$ cat config.mk
export PLATFORM = sky130hd
export DESIGN_NAME = dcsdc_ctrl
export DESIGN_NICKNAME = d
export VERILOG_FILES = /design/src/pkg/dcsdc_pkg.sv /design/src/hdl/dcsdc_ctrl.sv /design/src/hdl/dcsdc_regs.sv
export SDC_FILE = /design/constraint.sdc
export NUM_CORES = 1
export LEC_CHECK = 0
export BUFFER_PORTS_ARGS = -buffer_cell sky130_fd_sc_hd__buf_4
export CAP_MARGIN = 20
export CORE_UTILIZATION = 53
export DETAILED_ROUTE_END_ITERATION = 7
export PLACE_DENSITY_LB_ADDON = 0.15
export SYNTH_ARGS = -nofsm -noshare
export SYNTH_HDL_FRONTEND = slang
export SYNTH_HIERARCHICAL = 1
export SYNTH_SLANG_ARGS = --single-unit
$ cat constraint.sdc
create_clock -name clk_sys_in -period 2.31 [get_ports clk_sys_in]
set_clock_uncertainty 0.05 [all_clocks]
set_input_delay 0.462 -clock clk_sys_in [delete_from_list [all_inputs] [get_ports clk_sys_in]]
set_output_delay 0.462 -clock clk_sys_in [all_outputs]
set_load 0.1 [all_outputs]
$ cat src/pkg/dcsdc_pkg.sv
package dcsdc_pkg;

   // ***************************************************************
   // register map
   // ***************************************************************
   localparam logic [15:0] TIMING_REG_OFFSET  = 16'h3001;
   localparam logic [15:0] REFRESH_REG_OFFSET = 16'h3002;
   localparam logic [7:0]  TIMING_REG_RESET   = 8'h17;
   localparam logic [7:0]  REFRESH_REG_RESET  = 8'h08;
   localparam logic [7:0]  TIMING_REG_MASK    = 8'h1f;
   localparam logic [7:0]  REFRESH_REG_MASK   = 8'h1f;

   // ***************************************************************
   // field positions
   // ***************************************************************
   localparam int PAGING_POLICY_BIT   = 4;
   localparam int ACT_OVERRIDE_BIT    = 3;
   localparam int CAS_LATENCY_BIT     = 2;
   localparam int ACTIVE_TIME_BIT     = 1;
   localparam int PRECHARGE_TIME_BIT  = 0;
   localparam int REFRESH_FIELD_LSB   = 3;
   localparam int SPECIAL_FIELD_LSB   = 0;

   localparam logic [1:0] REFRESH_OFF    = 2'h0;
   localparam logic [1:0] REFRESH_NORMAL = 2'h1;

   // special command codes
   localparam logic [2:0] CODE_NORMAL    = 3'h0;
   localparam logic [2:0] CODE_NOP       = 3'h1;
   localparam logic [2:0] CODE_PRECHARGE = 3'h2;
   localparam logic [2:0] CODE_MODE_SET  = 3'h3;
   localparam logic [2:0] CODE_REFRESH   = 3'h4;

   // ***************************************************************
   // timing counts in memory clocks
   // ***************************************************************
   localparam logic [3:0] CL_SHORT      = 4'h2;
   localparam logic [3:0] CL_LONG       = 4'h3;
   localparam logic [3:0] RCD_OVERRIDE  = 4'h2;
   localparam logic [3:0] TRAS_SHORT    = 4'h5;
   localparam logic [3:0] TRAS_LONG     = 4'h7;
   localparam logic [3:0] TRC_SHORT     = 4'h8;
   localparam logic [3:0] TRC_LONG      = 4'ha;
   localparam logic [3:0] TRP_SHORT     = 4'h2;
   localparam logic [3:0] TRP_LONG      = 4'h3;
   // refresh interval: 15.6 us at 20 MHz
   localparam int         REFRESH_NS         = 15600;
   localparam int         CLK_PERIOD_NS      = 50;
   localparam int         REFRESH_CYCLES_INT = REFRESH_NS / CLK_PERIOD_NS;
   localparam logic [11:0] REFRESH_CYCLES    = 12'(REFRESH_CYCLES_INT);

   // ***************************************************************
   // sdram command encoding {cs_n, ras_n, cas_n, we_n}
   // ***************************************************************
   localparam logic [3:0] CMD_NOP       = 4'h7;
   localparam logic [3:0] CMD_ACTIVE    = 4'h3;
   localparam logic [3:0] CMD_READ      = 4'h5;
   localparam logic [3:0] CMD_WRITE     = 4'h4;
   localparam logic [3:0] CMD_PRECHARGE = 4'h2;
   localparam logic [3:0] CMD_REFRESH   = 4'h1;
   localparam logic [3:0] CMD_MODE_SET  = 4'h0;
   localparam logic       ADDR_ALL_BANKS_BIT = 1'b1;
   localparam int         ALL_BANKS_POS = 10;

   typedef struct packed {
      logic [3:0] cas_latency;
      logic [3:0] act_delay;
      logic [3:0] active_time;
      logic [3:0] refresh_time;
      logic [3:0] precharge_time;
      logic       close_pages;
      logic       refresh_on;
      logic [2:0] special;
   } dcsdc_timing_s;

   typedef struct packed {
      logic        valid;
      logic        write;
      logic [1:0]  bank;
      logic [11:0] row;
      logic [11:0] col;
   } dcsdc_req_s;

   typedef struct packed {
      logic [3:0]  cmd;
      logic [1:0]  bank;
      logic [11:0] addr;
   } dcsdc_mem_s;

endpackage

$ cat src/hdl/dcsdc_ctrl.sv
`timescale 1ns/1ps
// How it works
// - bit 4: open or close pages policy
// - bit 3 forces activate delay two clocks
// - bit 2: latency and delay two or three
// - bit 1: active/refresh times 5/8 or 7/10
// - bit 0: precharge two or three clocks
// - timing register resets to 17h
// - refresh field: 00 off, 01 normal
// - special code 000 is normal operation
// - code 001 turns cycles into nop
// - code 010 turns cycles into precharge-all
// - code 011 turns cycles into mode set
// - mode set drives upper lines 11:7 zero
// - code 100 turns cycles into refresh
// - command register resets to 08h
// - registers reached only at mapped offsets
module dcsdc_ctrl (
   input  wire logic                   clk_sys_in,
   input  wire logic                   nrst_in,
   input  wire logic                   reg_wr_in,
   input  wire logic                   reg_rd_in,
   input  wire logic [15:0]            reg_addr_in,
   input  wire logic [7:0]             reg_wdata_in,
   output logic      [7:0]             reg_rdata_out,
   input  wire dcsdc_pkg::dcsdc_req_s  req_in,
   output logic                        req_ready_out,
   output logic                        rd_valid_out,
   output dcsdc_pkg::dcsdc_mem_s       mem_out
);

   typedef enum logic [3:0] {
      ST_IDLE,
      ST_ACT_WAIT,
      ST_ACCESS,
      ST_LATENCY,
      ST_RAS_WAIT,
      ST_PRE_WAIT,
      ST_REF_WAIT,
      ST_SPECIAL_WAIT
   } dcsdc_state_e;

   typedef struct packed {
      dcsdc_state_e          st;
      logic [3:0]            cnt;
      logic [3:0]            ras_cnt;
      logic [11:0]           ref_cnt;
      logic                  ref_due;
      logic                  row_open;
      logic [1:0]            open_bank;
      logic [11:0]           open_row;
      dcsdc_pkg::dcsdc_req_s req;
      logic                  ready;
      logic                  rd_valid;
      dcsdc_pkg::dcsdc_mem_s mem;
   } dcsdc_ctrl_state_s;

   dcsdc_ctrl_state_s      s_q;
   dcsdc_ctrl_state_s      s_d;
   dcsdc_pkg::dcsdc_timing_s tm;
   logic                   ras_met;

   dcsdc_regs u_regs (
      .clk_sys_in    (clk_sys_in),
      .nrst_in       (nrst_in),
      .reg_wr_in     (reg_wr_in),
      .reg_rd_in     (reg_rd_in),
      .reg_addr_in   (reg_addr_in),
      .reg_wdata_in  (reg_wdata_in),
      .reg_rdata_out (reg_rdata_out),
      .timing_out    (tm)
   );

   assign ras_met = s_q.ras_cnt >= tm.active_time;

   // ***************************************************************
   // command sequencer
   // ***************************************************************
   always_comb begin
      s_d          = s_q;
      s_d.mem.cmd  = dcsdc_pkg::CMD_NOP;
      s_d.rd_valid = 1'b0;
      s_d.ready    = 1'b0;
      if (s_q.cnt != 4'h0) begin
         s_d.cnt = s_q.cnt - 4'h1;
      end
      if (s_q.row_open && s_q.ras_cnt != 4'hf) begin
         s_d.ras_cnt = s_q.ras_cnt + 4'h1;
      end
      unique case (s_q.st)
         ST_IDLE: begin
            if (s_q.ref_due) begin
               // all rows must be closed before auto refresh
               if (s_q.row_open) begin
                  if (ras_met) begin
                     s_d.mem.cmd = dcsdc_pkg::CMD_PRECHARGE;
                     s_d.mem.addr[dcsdc_pkg::ALL_BANKS_POS] = dcsdc_pkg::ADDR_ALL_BANKS_BIT;
                     s_d.row_open = 1'b0;
                     s_d.cnt = tm.precharge_time - 4'h1;
                     s_d.st = ST_PRE_WAIT;
                  end
               end else begin
                  s_d.mem.cmd = dcsdc_pkg::CMD_REFRESH;
                  s_d.ref_due = 1'b0;
                  s_d.cnt = tm.refresh_time - 4'h1;
                  s_d.st = ST_REF_WAIT;
               end
            end else if (req_in.valid && !s_q.ready) begin
               s_d.req = req_in;
               unique case (tm.special)
                  dcsdc_pkg::CODE_NORMAL: begin
                     if (s_q.row_open && s_q.open_bank == req_in.bank &&
                         s_q.open_row == req_in.row) begin
                        s_d.st = ST_ACCESS;
                     end else if (s_q.row_open) begin
                        if (ras_met) begin
                           s_d.mem.cmd = dcsdc_pkg::CMD_PRECHARGE;
                           s_d.mem.addr[dcsdc_pkg::ALL_BANKS_POS] =
                              dcsdc_pkg::ADDR_ALL_BANKS_BIT;
                           s_d.row_open = 1'b0;
                           s_d.cnt = tm.precharge_time - 4'h1;
                           s_d.st = ST_PRE_WAIT;
                        end
                     end else begin
                        s_d.mem.cmd  = dcsdc_pkg::CMD_ACTIVE;
                        s_d.mem.bank = req_in.bank;
                        s_d.mem.addr = req_in.row;
                        s_d.row_open = 1'b1;
                        s_d.ras_cnt  = 4'h1;
                        s_d.open_bank = req_in.bank;
                        s_d.open_row = req_in.row;
                        s_d.cnt = tm.act_delay - 4'h1;
                        s_d.st = ST_ACT_WAIT;
                     end
                  end
                  dcsdc_pkg::CODE_NOP: begin
                     s_d.mem.cmd = dcsdc_pkg::CMD_NOP;
                     s_d.ready = 1'b1;
                  end
                  dcsdc_pkg::CODE_PRECHARGE: begin
                     s_d.mem.cmd = dcsdc_pkg::CMD_PRECHARGE;
                     s_d.mem.addr[dcsdc_pkg::ALL_BANKS_POS] = dcsdc_pkg::ADDR_ALL_BANKS_BIT;
                     s_d.row_open = 1'b0;
                     s_d.cnt = tm.precharge_time - 4'h1;
                     s_d.st = ST_SPECIAL_WAIT;
                  end
                  dcsdc_pkg::CODE_MODE_SET: begin
                     s_d.mem.cmd  = dcsdc_pkg::CMD_MODE_SET;
                     s_d.mem.bank = 2'h0;
                     // mode value rides on the low seven column lines
                     s_d.mem.addr = {5'h00, req_in.col[6:0]};
                     s_d.cnt = tm.precharge_time - 4'h1;
                     s_d.st = ST_SPECIAL_WAIT;
                  end
                  dcsdc_pkg::CODE_REFRESH: begin
                     s_d.mem.cmd = dcsdc_pkg::CMD_REFRESH;
                     s_d.cnt = tm.refresh_time - 4'h1;
                     s_d.st = ST_SPECIAL_WAIT;
                  end
                  default: begin
                     // reserved codes complete the cycle without a command
                     s_d.ready = 1'b1;
                  end
               endcase
            end
         end
         ST_ACT_WAIT: begin
            if (s_q.cnt <= 4'h1) begin
               s_d.st = ST_ACCESS;
            end
         end
         ST_ACCESS: begin
            s_d.mem.bank = s_q.req.bank;
            s_d.mem.addr = s_q.req.col;
            if (s_q.req.write) begin
               s_d.mem.cmd = dcsdc_pkg::CMD_WRITE;
               s_d.ready = 1'b1;
               s_d.st = ST_RAS_WAIT;
            end else begin
               s_d.mem.cmd = dcsdc_pkg::CMD_READ;
               s_d.cnt = tm.cas_latency - 4'h1;
               s_d.st = ST_LATENCY;
            end
         end
         ST_LATENCY: begin
            if (s_q.cnt == 4'h0) begin
               s_d.rd_valid = 1'b1;
               s_d.ready = 1'b1;
               s_d.st = ST_RAS_WAIT;
            end
         end
         ST_RAS_WAIT: begin
            // page close policy shuts the row once active time is met
            if (!tm.close_pages) begin
               s_d.st = ST_IDLE;
            end else if (ras_met) begin
               s_d.mem.cmd = dcsdc_pkg::CMD_PRECHARGE;
               s_d.mem.addr[dcsdc_pkg::ALL_BANKS_POS] = dcsdc_pkg::ADDR_ALL_BANKS_BIT;
               s_d.row_open = 1'b0;
               s_d.cnt = tm.precharge_time - 4'h1;
               s_d.st = ST_PRE_WAIT;
            end
         end
         ST_PRE_WAIT, ST_REF_WAIT: begin
            if (s_q.cnt == 4'h0) begin
               s_d.st = ST_IDLE;
            end
         end
         ST_SPECIAL_WAIT: begin
            if (s_q.cnt == 4'h0) begin
               s_d.ready = 1'b1;
               s_d.st = ST_IDLE;
            end
         end
      endcase
      // interval counter keeps running while refresh is off but raises nothing
      // it sits after the sequencer so a new due flag beats a same-cycle clear
      if (s_q.ref_cnt == 12'h000) begin
         s_d.ref_cnt = dcsdc_pkg::REFRESH_CYCLES;
         if (tm.refresh_on) begin
            s_d.ref_due = 1'b1;
         end
      end else begin
         s_d.ref_cnt = s_q.ref_cnt - 12'h001;
      end
      if (!tm.refresh_on) begin
         s_d.ref_due = 1'b0;
      end
   end

   always_ff @(posedge clk_sys_in or negedge nrst_in) begin
      if (!nrst_in) begin
         s_q.st        <= ST_IDLE;
         s_q.cnt       <= 4'h0;
         s_q.ras_cnt   <= 4'h0;
         s_q.ref_cnt   <= 12'h000;
         s_q.ref_due   <= 1'b0;
         s_q.row_open  <= 1'b0;
         s_q.open_bank <= 2'h0;
         s_q.open_row  <= 12'h000;
         s_q.req       <= '0;
         s_q.ready     <= 1'b0;
         s_q.rd_valid  <= 1'b0;
         s_q.mem       <= {dcsdc_pkg::CMD_NOP, 2'h0, 12'h000};
      end else begin
         s_q <= s_d;
      end
   end

   assign req_ready_out = s_q.ready;
   assign rd_valid_out  = s_q.rd_valid;
   assign mem_out       = s_q.mem;

endmodule

$ cat src/hdl/dcsdc_regs.sv
`timescale 1ns/1ps
module dcsdc_regs (
   input  wire logic                   clk_sys_in,
   input  wire logic                   nrst_in,
   input  wire logic                   reg_wr_in,
   input  wire logic                   reg_rd_in,
   input  wire logic [15:0]            reg_addr_in,
   input  wire logic [7:0]             reg_wdata_in,
   output logic      [7:0]             reg_rdata_out,
   output dcsdc_pkg::dcsdc_timing_s    timing_out
);

   typedef struct packed {
      logic [7:0] timing;
      logic [7:0] refresh;
      logic [7:0] rdata;
   } dcsdc_regs_state_s;

   dcsdc_regs_state_s state_q;
   dcsdc_regs_state_s state_d;

   // ***************************************************************
   // memory-mapped registers
   // ***************************************************************
   always_comb begin
      state_d = state_q;
      if (reg_wr_in && reg_addr_in == dcsdc_pkg::TIMING_REG_OFFSET) begin
         state_d.timing = reg_wdata_in & dcsdc_pkg::TIMING_REG_MASK;
      end
      if (reg_wr_in && reg_addr_in == dcsdc_pkg::REFRESH_REG_OFFSET) begin
         state_d.refresh = reg_wdata_in & dcsdc_pkg::REFRESH_REG_MASK;
      end
      if (reg_rd_in) begin
         // unmapped offsets read zero
         unique case (reg_addr_in)
            dcsdc_pkg::TIMING_REG_OFFSET:  state_d.rdata = state_q.timing;
            dcsdc_pkg::REFRESH_REG_OFFSET: state_d.rdata = state_q.refresh;
            default:                       state_d.rdata = 8'h00;
         endcase
      end
   end

   always_ff @(posedge clk_sys_in or negedge nrst_in) begin
      if (!nrst_in) begin
         state_q.timing  <= dcsdc_pkg::TIMING_REG_RESET;
         state_q.refresh <= dcsdc_pkg::REFRESH_REG_RESET;
         state_q.rdata   <= 8'h00;
      end else begin
         state_q <= state_d;
      end
   end

   assign reg_rdata_out = state_q.rdata;

   // ***************************************************************
   // decode of timing fields
   // ***************************************************************
   always_comb begin
      timing_out.close_pages = state_q.timing[dcsdc_pkg::PAGING_POLICY_BIT];
      timing_out.cas_latency = state_q.timing[dcsdc_pkg::CAS_LATENCY_BIT] ?
                               dcsdc_pkg::CL_LONG : dcsdc_pkg::CL_SHORT;
      if (state_q.timing[dcsdc_pkg::ACT_OVERRIDE_BIT]) begin
         timing_out.act_delay = dcsdc_pkg::RCD_OVERRIDE;
      end else begin
         timing_out.act_delay = timing_out.cas_latency;
      end
      timing_out.active_time = state_q.timing[dcsdc_pkg::ACTIVE_TIME_BIT] ?
                               dcsdc_pkg::TRAS_LONG : dcsdc_pkg::TRAS_SHORT;
      timing_out.refresh_time = state_q.timing[dcsdc_pkg::ACTIVE_TIME_BIT] ?
                                dcsdc_pkg::TRC_LONG : dcsdc_pkg::TRC_SHORT;
      timing_out.precharge_time = state_q.timing[dcsdc_pkg::PRECHARGE_TIME_BIT] ?
                                  dcsdc_pkg::TRP_LONG : dcsdc_pkg::TRP_SHORT;
      // reserved refresh codes behave as refresh off
      timing_out.refresh_on = state_q.refresh[dcsdc_pkg::REFRESH_FIELD_LSB +: 2] ==
                              dcsdc_pkg::REFRESH_NORMAL;
      timing_out.special = state_q.refresh[dcsdc_pkg::SPECIAL_FIELD_LSB +: 3];
   end

endmodule

-- Word-level counts from Yosys, hierarchy flattened
Cells that the tools add are included.
- reductions and logical operators: 24
- order comparisons: 2
- equal/unequal tests: 33
- $add $sub $neg: 7
- multiplexer cells: 84
- bitwise operators: 3
- operators with widths (kind ; count):
    $mux W8 ; 10
    $mux W4 ; 16
    $mux W44 ; 1
    $pmux W10 S2 ; 2
    $eq A16 B14 Y1 const B ; 2
    $mux W14 ; 2
    $mux W1 ; 24
    $mux W12 ; 2
    $pmux W4 S3 ; 2
    $pmux W4 S6 ; 1
    $pmux W8 S3 ; 1
    $reduce_and A6 Y1 ; 4
    $mux W10 ; 2
    $sub A4 B1 Y4 const B ; 5
    $mux W18 ; 1
    $mux W3 ; 6
    $mux W17 ; 1
    $eq A4 B3 Y1 const B ; 4
    $mux W15 ; 1
    $eq A12 B12 Y1 ; 1
    $logic_not A12 Y1 ; 1
    $ne A3 B3 Y1 const B ; 4
    $pmux W3 S2 ; 2
    $pmux W3 S4 ; 1
    other kinds (35) ; 57
- bits of input ports: 56
- word-level logic and storage cells: 175
- register bits after elaboration: 106

-- Logic depth before layout (Yosys ltp)
Gate-level depths: netlist of the first run.
- word-level depth: 14
- mapped depth: 11
- gate-level depth less buffers: 9

-- Cells and area by module
The synthesis of the first run kept the hierarchy.
- modules (own cells, without submodules) (module ; times used ; cells an instance ; area each (µm²) ; sequential area each (µm²)):
    dcsdc_ctrl ; 1 ; 570 ; 4894.7 ; 1855.5
    dcsdc_regs ; 1 ; 91 ; 1002.2 ; 381.6

-- Worst setup path before layout of the first run
OpenSTA, ideal clock, no wires.
- path kind: register -> register
- from: reg s_q, in the netlist req_ready_out
- to: reg s_q, in the netlist mem_out[10]
- cell stages (with the launch flop): 9
- slack: -0.205 ns
- clock period less this slack: 2.515 ns
- library setup time: 0.126 ns
- arrival: 2.339 ns
- cell sequence: dfrtp_1 > nand2b_1 > buf_2 > nor2_1 > a32oi_1 > o31ai_1 > a211o_1 > o21ba_1 > o32a_1
- word-level cells in the longest chain between the ends: 4
- RTL lines (element ; RTL line ; RTL):
    start: declaration ; dcsdc_ctrl.sv:58 ; dcsdc_ctrl_state_s s_q;
    $logic_not A1 Y1 ; dcsdc_ctrl.sv:108 ; end else if (req_in.valid && !s_q.ready) begin
    $logic_and A1 B1 Y1 ; dcsdc_ctrl.sv:108 ;
    $ne A3 B3 Y1 (no source line) ; n/a ;
    $reduce_and A6 Y1 (no source line) ; n/a ;
No other way between the ends.
A chain may end at the register's enable or synchronous reset.

-- Final worst setup path of the first run
- from: reg u_regs/state_q[17] (netlist bit)
- to: reg s_q[85] (netlist bit)
- word-level cells in the longest chain between the ends: 14
- elaborated cells between the ends (all ways): 16
- classes of those cells: order compare (1); mux (15)
- RTL lines (element ; RTL line ; RTL):
    start: declaration ; dcsdc_regs.sv:19 ; dcsdc_regs_state_s state_q;
    start signal: assignment ; dcsdc_regs.sv:49 ; state_q <= state_d;
    $mux W2 * ; dcsdc_regs.sv:67 ; timing_out.active_time = state_q.timing[dcsdc_pkg::ACTIVE_TIME_BIT] ?
    $ge A4 B4 Y1 * ; dcsdc_ctrl.sv:74 ; assign ras_met = s_q.ras_cnt >= tm.active_time;
    $mux W8 * ; n/a ;
    $mux W8 (6 in series) ; n/a ;
    $mux W4 ; n/a ;
    $pmux W8 S3 ; n/a ;
    $mux W12 ; n/a ;
    $mux W8 ; n/a ;
    $pmux W4 S6 * ; n/a ;
Mark *: on every way between the ends. The rest lies on a longest branch, timed or not. The select of a mux whose other input is x is not followed.

==> flow_metrics.env, run 1 <==
export IMPL_post_dp_cell_area_um2=6740
export IMPL_synth_top_area_frac=0.344
export IMPL_synth_seq_cells=89
export IMPL_async_reset_ff_frac=1.00
export IMPL_post_route_drc_count=0
export IMPL_post_dp_hpwl_um=11800
export IMPL_synth_top_family_by_area="simple AND/OR/NAND/NOR gates"
export IMPL_cts_root_buffer="clkbuf_8"
export IMPL_first_global_vias=5110
export IMPL_finalHoldViolCount=0
export IMPL_track_usage=0.281
export IMPL_cp_end_kind="flip-flop"
export IMPL_power_density_nw_per_um2=1170
export IMPL_finalSetupViolations=0
export IMPL_drive_above_1_share=0.322
export IMPL_post_route_cell_area_um2=7210
export IMPL_ctsLongestPathBuffers=2
export IMPL_io_pins=84
export IMPL_peakVddDrop_mv=0.846
export IMPL_start_util=0.544
export IMPL_cts_buffers=9
export IMPL_max_freq_ghz=0.436
export IMPL_power_mw=8.45
export IMPL_yosys_area_share_simple=0.209
export IMPL_crit_required_ns=2.50
export IMPL_overflow=0
export IMPL_fp_dieArea_um2=11600
export IMPL_hold_path_cell_count=3
export IMPL_fin_crit_sh=0.993
export IMPL_cp_data_arrival_time_ns=2.48
export IMPL_cts_tree="built"
export IMPL_met2_usage=0.476
export IMPL_synth_area_leaders="dfrtp_1 (34%), nand2_1 (7.2%), buf_4 (6.2%)"
export IMPL_synth_mux_area_frac=0.0632
export IMPL_multi_input_area_um2=3300
export IMPL_period_minus_slack_ns=2.29
export IMPL_slew_headroom=0.607
export IMPL_hp_start="req_in[8]"
export IMPL_start_kind="flip-flop"
export IMPL_synth_xor_area_share=0.0490
export IMPL_reg2reg_from="u_regs/state_q[17]"
export IMPL_r2r_slack_ns=0.02
export IMPL_vias=5298
export IMPL_synth_fa_ha_area_frac=0.0276
export IMPL_layout_common_cells="buf_4 (156), nand2_1 (112), dfrtp_1 (80)"
export IMPL_antenna_left=0
export IMPL_hold_worst_slack_ns=0.232
export IMPL_fp_coreArea_um2=10800
export IMPL_layout_nets=839
export IMPL_die_w_um=107
export IMPL_areaGrowthSynthToFinish_pct=22.3
export IMPL_drv_cap=0
export IMPL_final_common_cell="buf_4"
export IMPL_wl_per_cell_um=17.3
export IMPL_r2r_end="s_q[85]"
export IMPL_clkSinkCount=89
export IMPL_drtIter0Drc=345
export IMPL_yosysTopAreaCell="dfrtp_1"
export IMPL_hold_class="in -> reg"
export IMPL_num_rows=38
export IMPL_critPathMaxFanout=6
export IMPL_grtUsageMet3=0.0490
export IMPL_tns_ns=0
export IMPL_grt_pass1_wl_um=24800
export IMPL_ys_warn_count=6
export IMPL_netlist_area_um2=5900
export IMPL_critical_path_class="reg -> reg"
export IMPL_antenna_found_initial=0
export IMPL_gp_congestion=0.969
export IMPL_rr_worst_depth=10
export IMPL_drv_slew=0
export IMPL_worst_slew_pin_slew_ns=0.589
export IMPL_ff_latch_area_um2=2240
export IMPL_clkTransAtPathRegs_ns=0.09
export IMPL_busiest_layer="met2"
export IMPL_drtPass1Iterations=5
export IMPL_numPortBuffers=76
export IMPL_rsz0062_at_grt="true"
export IMPL_vias_per_cell=5.80
export IMPL_synth_avg_cell_area_um2=8.92
export IMPL_fillCellCount=901
export IMPL_die_h_um=107
export IMPL_status="complete, no violations"
export IMPL_wl_um=15800
export IMPL_synthCells=661
export IMPL_ys_seq_area_frac=0.379
export IMPL_leakage_nw=3.37
export IMPL_min_to="s_q[28]"
export IMPL_use_met1=0.357
export IMPL_synth_main_ff_cell="dfrtp_1"
export IMPL_clock_latency_ns=0.37
export IMPL_synth_cell_types=78
export IMPL_htree_levels=3
export IMPL_synth_edf_count=0
export IMPL_fin_util=0.666
export IMPL_synth_compound_area_frac=0.166
export IMPL_insertedDiodeCount=0
export IMPL_grt_max_degree=62
[how the worst max path moves through the flow]
stage	startpoint	to	slack (ns)	cells after the start
after floorplan	u_regs/state_q[17]	s_q[82]	0.01	11
after detailed placement	u_regs/state_q[17]	s_q[86]	-0.16	9
final	u_regs/state_q[17]	s_q[85]	0.02	10
after global routing	u_regs/state_q[17]	s_q[85]	-0.06	10
after CTS	u_regs/state_q[17]	s_q[85]	-0.005	10
after global placement	u_regs/state_q[17]	s_q[86]	-0.13	9
[Yosys cell counts (3+ instances only)]
library cell / n
nand4_1: 7
ha_1: 13
dfstp_2: 8
xor2_1: 7
mux2i_1: 5
nor2b_1: 10
buf_2: 9
o211ai_1: 11
o221ai_1: 3
o221a_2: 3
clkbuf_1: 17
mux2_1: 9
nor4_1: 5
nand2_1: 113
xnor2_1: 26
nand3_1: 8
a21oi_1: 27
o22ai_1: 9
nor3_1: 20
inv_1: 26
mux2_4: 5
a222oi_1: 7
nand3b_1: 3
o2bb2ai_1: 5
buf_6: 3
dfrtp_1: 81
conb_1: 3
a211oi_1: 5
mux2_2: 13
o21ai_0: 23
o31ai_1: 4
o41ai_1: 3
nor2_1: 42
or3_1: 6
a22oi_1: 3
nand2b_1: 4
a31oi_1: 8
buf_4: 49
a21o_1: 7
[report_power, final]
part / leakage (nW) / switching [mW] / total (mW) / internal (mW)
sequential: 1.12 / 0.307 / 2.35 / 2.05
clock: 0.0798 / 0.569 / 0.959 / 0.390
combinational: 2.17 / 3.10 / 5.14 / 2.04
total: 3.37 / 3.98 / 8.45 / 4.48
[final cells by class]
class,instances,share of cell area
clock buffers,11,0.0182
clock inverters,4,0.00416
inverters,26,0.0135
multi-input cells,483,0.457
flip-flops and latches,89,0.310
well taps,140,0.0243
repair buffers,161,0.172
[cell families (layout without fill, tap and decap cells)]
kind of cell,count (synthesis),after routing
AOI/OAI and AO/OA,141,141
xor gates and xnor gates,33,33
adders and majority gates,13,13
buffers and inverters,105,202
DFF,89,89
muxes,32,32
other,3,19
and+or+nand+nor,245,245
[flip-flops by register name, summed over array words and instances, names as in the netlist]
name / flops
s_q: 55
u_regs/reg_rdata_out: 5
u_regs/state_q: 6
req_ready_out: 1
rd_valid_out: 1
mem_out: 17
u_regs/timing_out: 4
[through the flow]
| stage | setup WS (ns) | cells |
|---|---|---|
| global route | -0.0589 | 914 |
| finish | 0.0154 | 914 |
| floorplan | 0.0107 | 677 |
| global placement | -0.135 | 884 |
| CTS | -0.00545 | 901 |
| detailed placement | -0.162 | 884 |
[per-layer routing]
metal,share of wire,vias up
li1,-,2484
met1,0.42,2545
met2,0.48,234
met3,0.070,35
met4,0.022,0
met5,0,-
[what timing repair did]
action / 4_1_cts / 5_1_grt
setup buffers: 1 / 13
resized for setup: 9 / 34
endpoints found under the hold margin: 25 / 0
setup endpoints to repair: 15 / 40
hold buffers: 1 / 0
pin swaps: 7 / 30
[worst max-delay path, stage by stage, from the launching register on]
cell	delay (ns)
dfstp_2	0.58
inv_2	0.05
ha_4	0.26
inv_2	0.04
o21ai_4	0.20
nand2_2	0.11
buf_6	0.15
a311oi_2	0.25
o21bai_1	0.09
a31oi_1	0.29
o41ai_2	0.09
(Power assumes the default switching activity.)
==> run 2, diff against run 1 <==
--- a/constraint.sdc
+++ b/constraint.sdc
@@ -4,2 +4,2 @@
 set_output_delay 0.462 -clock clk_sys_in [all_outputs]
-set_load 0.1 [all_outputs]
+set_load 0.005 [all_outputs]
==> run 2 against run 1 <==
Effect of this change: the run now ends with negative setup slack left; non-clock buffer count fell by 4; cell count decreased by 0.22%; critical path depth down 3; combinational power decreased by 18%; maximum frequency is 3.2% lower; global-route usage grew 0.93 points; hold slack worse by 0.015 ns; sequential power about the same; via count shrank 0.43%; critical path type unchanged.
==> flow_metrics.env, run 2 (synthesized netlist as in run 1, its figures left out) <==
export IMPL_drv_slew=0
export IMPL_top_register="s_q"
export IMPL_max_freq_ghz=0.422
export IMPL_critical_path_class="reg -> reg"
export IMPL_start_kind="flip-flop"
export IMPL_clkTransAtPathRegs_ns=0.09
export IMPL_peakVddDrop_mv=0.783
export IMPL_worst_slew_pin_slew_ns=0.581
export IMPL_cp_slowest_cell="or3_1"
export IMPL_post_route_cell_area_um2=7240
export IMPL_vias_per_cell=5.78
export IMPL_post_dp_cell_area_um2=6800
export IMPL_grt_pass1_wl_um=25600
export IMPL_overflow=0
export IMPL_start_util=0.544
export IMPL_finalHoldViolCount=0
export IMPL_status="finished, violations left"
export IMPL_max_stage_delay_ns=0.46
export IMPL_period_minus_slack_ns=2.37
export IMPL_insertedDiodeCount=0
export IMPL_drv_cap=0
export IMPL_final_setup_worst_slack_ns=-0.0594
export IMPL_violations="negative setup slack"
export IMPL_post_dp_hpwl_um=11700
export IMPL_fp_dieArea_um2=11600
export IMPL_leakage_nw=3.37
export IMPL_largest_register_ffs=55
export IMPL_finalSetupViolations=2
export IMPL_hold_class="in -> reg"
export IMPL_wl_per_cell_um=17.4
export IMPL_clock_latency_ns=0.38
export IMPL_gp_congestion=0.943
export IMPL_hold_worst_slack_ns=0.216
export IMPL_crit_required_ns=2.52
export IMPL_first_global_vias=5114
export IMPL_tns_ns=-0.0823
export IMPL_fin_crit_sh=1.03
export IMPL_cp_data_arrival_time_ns=2.58
export IMPL_cts_root_buffer="clkbuf_8"
export IMPL_power_density_nw_per_um2=1060
export IMPL_die_w_um=107
export IMPL_post_route_drc_count=0
export IMPL_track_usage=0.291
export IMPL_slew_headroom=0.610
export IMPL_areaGrowthSynthToFinish_pct=22.7
export IMPL_io_pins=84
export IMPL_cp_cell_sequence="ha_1, or3_1, a32oi_1, o31ai_1, a211o_1, o21ba_1, o32a_1"
export IMPL_ctsLongestPathBuffers=2
export IMPL_final_common_cell="buf_4"
export IMPL_numPortBuffers=76
export IMPL_num_rows=38
export IMPL_drtIter0Drc=386
export IMPL_critPathMaxFanout=5
export IMPL_fp_coreArea_um2=10800
export IMPL_die_h_um=107
export IMPL_cts_tree="built"
export IMPL_vias=5275
export IMPL_clkSinkCount=89
export IMPL_power_mw=7.67
export IMPL_drive_above_1_share=0.319
export IMPL_htree_levels=3
export IMPL_dpl_cell_count=889
export IMPL_cts_buffers=9
export IMPL_layout_common_cells="buf_4 (153), nand2_1 (111), dfrtp_1 (81)"
export IMPL_wl_um=15900
export IMPL_antenna_left=0
export IMPL_layout_nets=836
export IMPL_fillCellCount=907
export IMPL_antenna_found_initial=0
export IMPL_rsz0062_at_grt="true"
export IMPL_grt_max_degree=31
export IMPL_cp_end_kind="flip-flop"
export IMPL_finalNonFillerCells=912
export IMPL_drtPass1Iterations=5
run 2: area by class of cell:
| class | count | area, um^2 | area share |
|---|---|---|---|
| flip-flops and latches | 89 | 2240 | 0.309 |
| repair buffers | 157 | 1220 | 0.168 |
| inverters | 26 | 97.6 | 0.0135 |
| clock buffers | 11 | 131 | 0.0182 |
| multi-input cells | 484 | 3310 | 0.458 |
| clock inverters | 5 | 63.8 | 0.00882 |
| well taps | 140 | 175 | 0.0242 |
run 2: per-layer routing:
layer,vias to the layer above,share of wire,GRT usage
met5,-,0,0
met2,203,0.48,0.466
met3,29,0.062,0.0424
met4,0,0.025,0.120
li1,2488,-,-
met1,2555,0.43,0.393
run 2: worst paths after layout:
check / startpoint / endpoint / slack (ns) / cells past startpoint
setup / recovery: s_q[79] / mem_out[10] / -0.06 / 7
hold / removal: req_in[11] / s_q[31] / 0.22 / 3
setup reg to reg: s_q[79] / mem_out[10] / -0.06 / 7
hold reg to reg: s_q[25] / s_q[25] / 0.44 / 2
max in group asynchronous: nrst_in / u_regs/state_q[11] / 1.09 / 3
min in group asynchronous: nrst_in / s_q[28] / 0.49 / 2
run 2: critical path, delay by kind of cell (launching register included):
kind,cells,cell delay (ns)
simple gates,1,0.46
compound gates,5,1.09
flops,1,0.40
fa+ha+maj,1,0.26
run 2: per-stage QoR:
| stage | setup WS, ns | utilization |
|---|---|---|
| after CTS | -0.0192 | 0.649 |
| after global routing | -0.128 | 0.668 |
| after floorplan | 0.0107 | - |
| after global placement | -0.111 | 0.627 |
| after detailed placement | -0.123 | 0.627 |
| final | -0.0594 | 0.668 |
run 2: report_power, final:
group          switching (mW)  internal, mW
Combinational            2.24          1.98
Sequential              0.310          2.04
Clock                   0.580         0.509
run 2: what timing repair did:
item | in CTS | in global routing
hold buffers | 1 | 0
resized for setup | 10 | 31
gates cloned | 0 | 1
pin swaps | 8 | 15
setup endpoints to repair | 6 | 26
hold endpoints to repair | 26 | 0
buffers inserted | 1 | 5
==> run 3, diff against run 2 <==
Settings changed: SLEW_MARGIN from default to 20, TNS_END_PERCENT from default to 30.
==> run 3 against run 2 <==
Effect of this change: the flow now finishes without violations; clock-buffer cell count did not move; critical endpoint is now s_q[81]; setup slack improved by 0.069 ns; combinational power fell by 4%; cell count fell by 1.1%; wire length fell by 1.8%; clock power barely moved; flip-flop and latch count did not move; global-route usage fell by 0.81 points; sequential power barely moved; register-to-register slack improved by 0.07 ns; highest routed layer unchanged; largest cell class unchanged; first-iteration DRC count rose by 11%.
==> flow_metrics.env, run 3 (synthesized netlist as in run 1, its figures left out) <==
export IMPL_drtPass1Iterations=4
export IMPL_io_pins=84
export IMPL_num_rows=38
export IMPL_dp_slack_ns=-0.0852
export IMPL_gp_congestion=0.931
export IMPL_fp_coreArea_um2=10800
export IMPL_power_density_nw_per_um2=1060
export IMPL_drive_above_1_share=0.303
export IMPL_finalHoldViolCount=0
export IMPL_multi_input_area_um2=3270
export IMPL_overflow=0
export IMPL_cp_cell_sequence="inv_2, ha_4, nor3b_4, mux2_4, a21o_1, a311oi_2, o22ai_1, a22o_1, a21oi_1"
export IMPL_wl_um=15600
export IMPL_fin_crit_sh=0.996
export IMPL_slew_headroom=0.596
export IMPL_die_h_um=107
export IMPL_critPathMaxFanout=3
export IMPL_antenna_found_initial=0
export IMPL_areaGrowthSynthToFinish_pct=20.2
export IMPL_hold_class="in -> async"
export IMPL_cts_buffers=9
export IMPL_critical_path_class="reg -> reg"
export IMPL_grt_pass1_wl_um=25000
export IMPL_crit_required_ns=2.56
export IMPL_final_setup_worst_slack_ns=0.0100
export IMPL_ctsLongestPathBuffers=2
export IMPL_post_dp_cell_area_um2=6700
export IMPL_fillCellCount=906
export IMPL_top_register="s_q"
export IMPL_finalSetupViolations=0
export IMPL_final_common_cell="buf_4"
export IMPL_cts_hold_buf=0
export IMPL_fp_dieArea_um2=11600
export IMPL_insertedDiodeCount=0
export IMPL_rsz0062_at_grt="true"
export IMPL_cp_slowest_cell="dfrtp_1"
export IMPL_leakage_nw=3.31
export IMPL_antenna_left=0
export IMPL_drv_slew=0
export IMPL_hold_worst_slack_ns=0.0373
export IMPL_largest_register_ffs=55
export IMPL_post_route_drc_count=0
export IMPL_critPathTopFamily="compound AO/OA/AOI/OAI gates"
export IMPL_layout_nets=826
export IMPL_htree_levels=3
export IMPL_max_stage_delay_ns=0.42
export IMPL_finalNonFillerCells=902
export IMPL_peakVddDrop_mv=0.753
export IMPL_die_w_um=107
export IMPL_clkTransAtPathRegs_ns=0.09
export IMPL_worst_path_buf_inv=1
export IMPL_cts_tree="built"
export IMPL_post_dp_hpwl_um=11600
export IMPL_post_route_cell_area_um2=7090
export IMPL_start_util=0.544
export IMPL_cp_end_kind="flip-flop"
export IMPL_drtIter0Drc=427
export IMPL_period_minus_slack_ns=2.30
export IMPL_max_freq_ghz=0.435
export IMPL_cts_root_buffer="clkbuf_8"
export IMPL_drv_cap=0
export IMPL_vias=5219
export IMPL_dpl_cell_count=880
export IMPL_ff_latch_area_um2=2240
export IMPL_numPortBuffers=76
export IMPL_clock_latency_ns=0.38
export IMPL_tns_ns=0
export IMPL_status="complete, no violations"
export IMPL_worst_slew_pin_slew_ns=0.601
export IMPL_wl_per_cell_um=17.3
export IMPL_vias_per_cell=5.79
export IMPL_track_usage=0.282
export IMPL_cp_data_arrival_time_ns=2.55
export IMPL_start_kind="flip-flop"
export IMPL_layout_common_cells="buf_4 (147), nand2_1 (111), dfrtp_1 (81)"
export IMPL_grt_max_degree=47
export IMPL_clkSinkCount=89
export IMPL_first_global_vias=4999
[run 3: per-layer routing]
| metal | track usage | up-vias | wire length (um) |
|---|---|---|---|
| met5 | 0 | - | 0 |
| met4 | 0.0871 | 0 | 373 |
| met3 | 0.0581 | 32 | 983 |
| met2 | 0.469 | 206 | 7530 |
| met1 | 0.369 | 2510 | 6680 |
| li1 | - | 2471 | - |
[run 3: metrics by stage]
| step | utilization | power [mW] |
|---|---|---|
| after global routing | 0.654 | 8.03 |
| after global placement | 0.618 | 5.97 |
| after floorplan | - | 4.82 |
| final | 0.654 | 7.49 |
| after CTS | 0.638 | 7.20 |
| after detailed placement | 0.618 | 6.07 |
[run 3: layout make-up]
| type | instances | area share |
|---|---|---|
| Inverter | 26 | 0.0138 |
| Tap cell | 140 | 0.0247 |
| Clock inverter | 5 | 0.00794 |
| Sequential cell | 89 | 0.316 |
| Clock buffer | 11 | 0.0185 |
| Timing Repair Buffer | 148 | 0.159 |
| Multi-Input combinational cell | 483 | 0.461 |
[run 3: repair_timing]
item                       4_1_cts  5_1_grt
resized for setup                8       27
pin swaps                        6       13
setup endpoints to repair        9       33
buffers inserted                 0        6
[run 3: worst reg2reg max path: cells and delay by family, from the launching register on]
kind,cells,cell delay (ns)
fa+ha+maj,1,0.14
simple gates,1,0.24
flops,1,0.42
buf+inv,1,0.10
mux,1,0.34
compound gates,5,0.94
[run 3: report_power, final]
group / leakage [nW] / total, mW / internal, mW / switching, mW
Combinational: 2.10 / 4.06 / 1.92 / 2.14
Sequential: 1.12 / 2.35 / 2.04 / 0.308
Clock: 0.0933 / 1.07 / 0.499 / 0.576
Total: 3.31 / 7.49 / 4.46 / 3.02
[run 3: path summary, 6_finish.rpt]
check                          start     endpoint  slack (ns)  cells after the start
setup / recovery             s_q[81]      s_q[81]        0.01                      9
hold / removal               nrst_in   mem_out[8]        0.04                      1
setup reg to reg             s_q[81]      s_q[81]        0.01                      9
max in group asynchronous    nrst_in  mem_out[14]        1.54                      2
min in group clk_sys_in    req_in[7]      s_q[27]        0.23                      3
hold reg to reg              s_q[29]      s_q[29]        0.43                      2
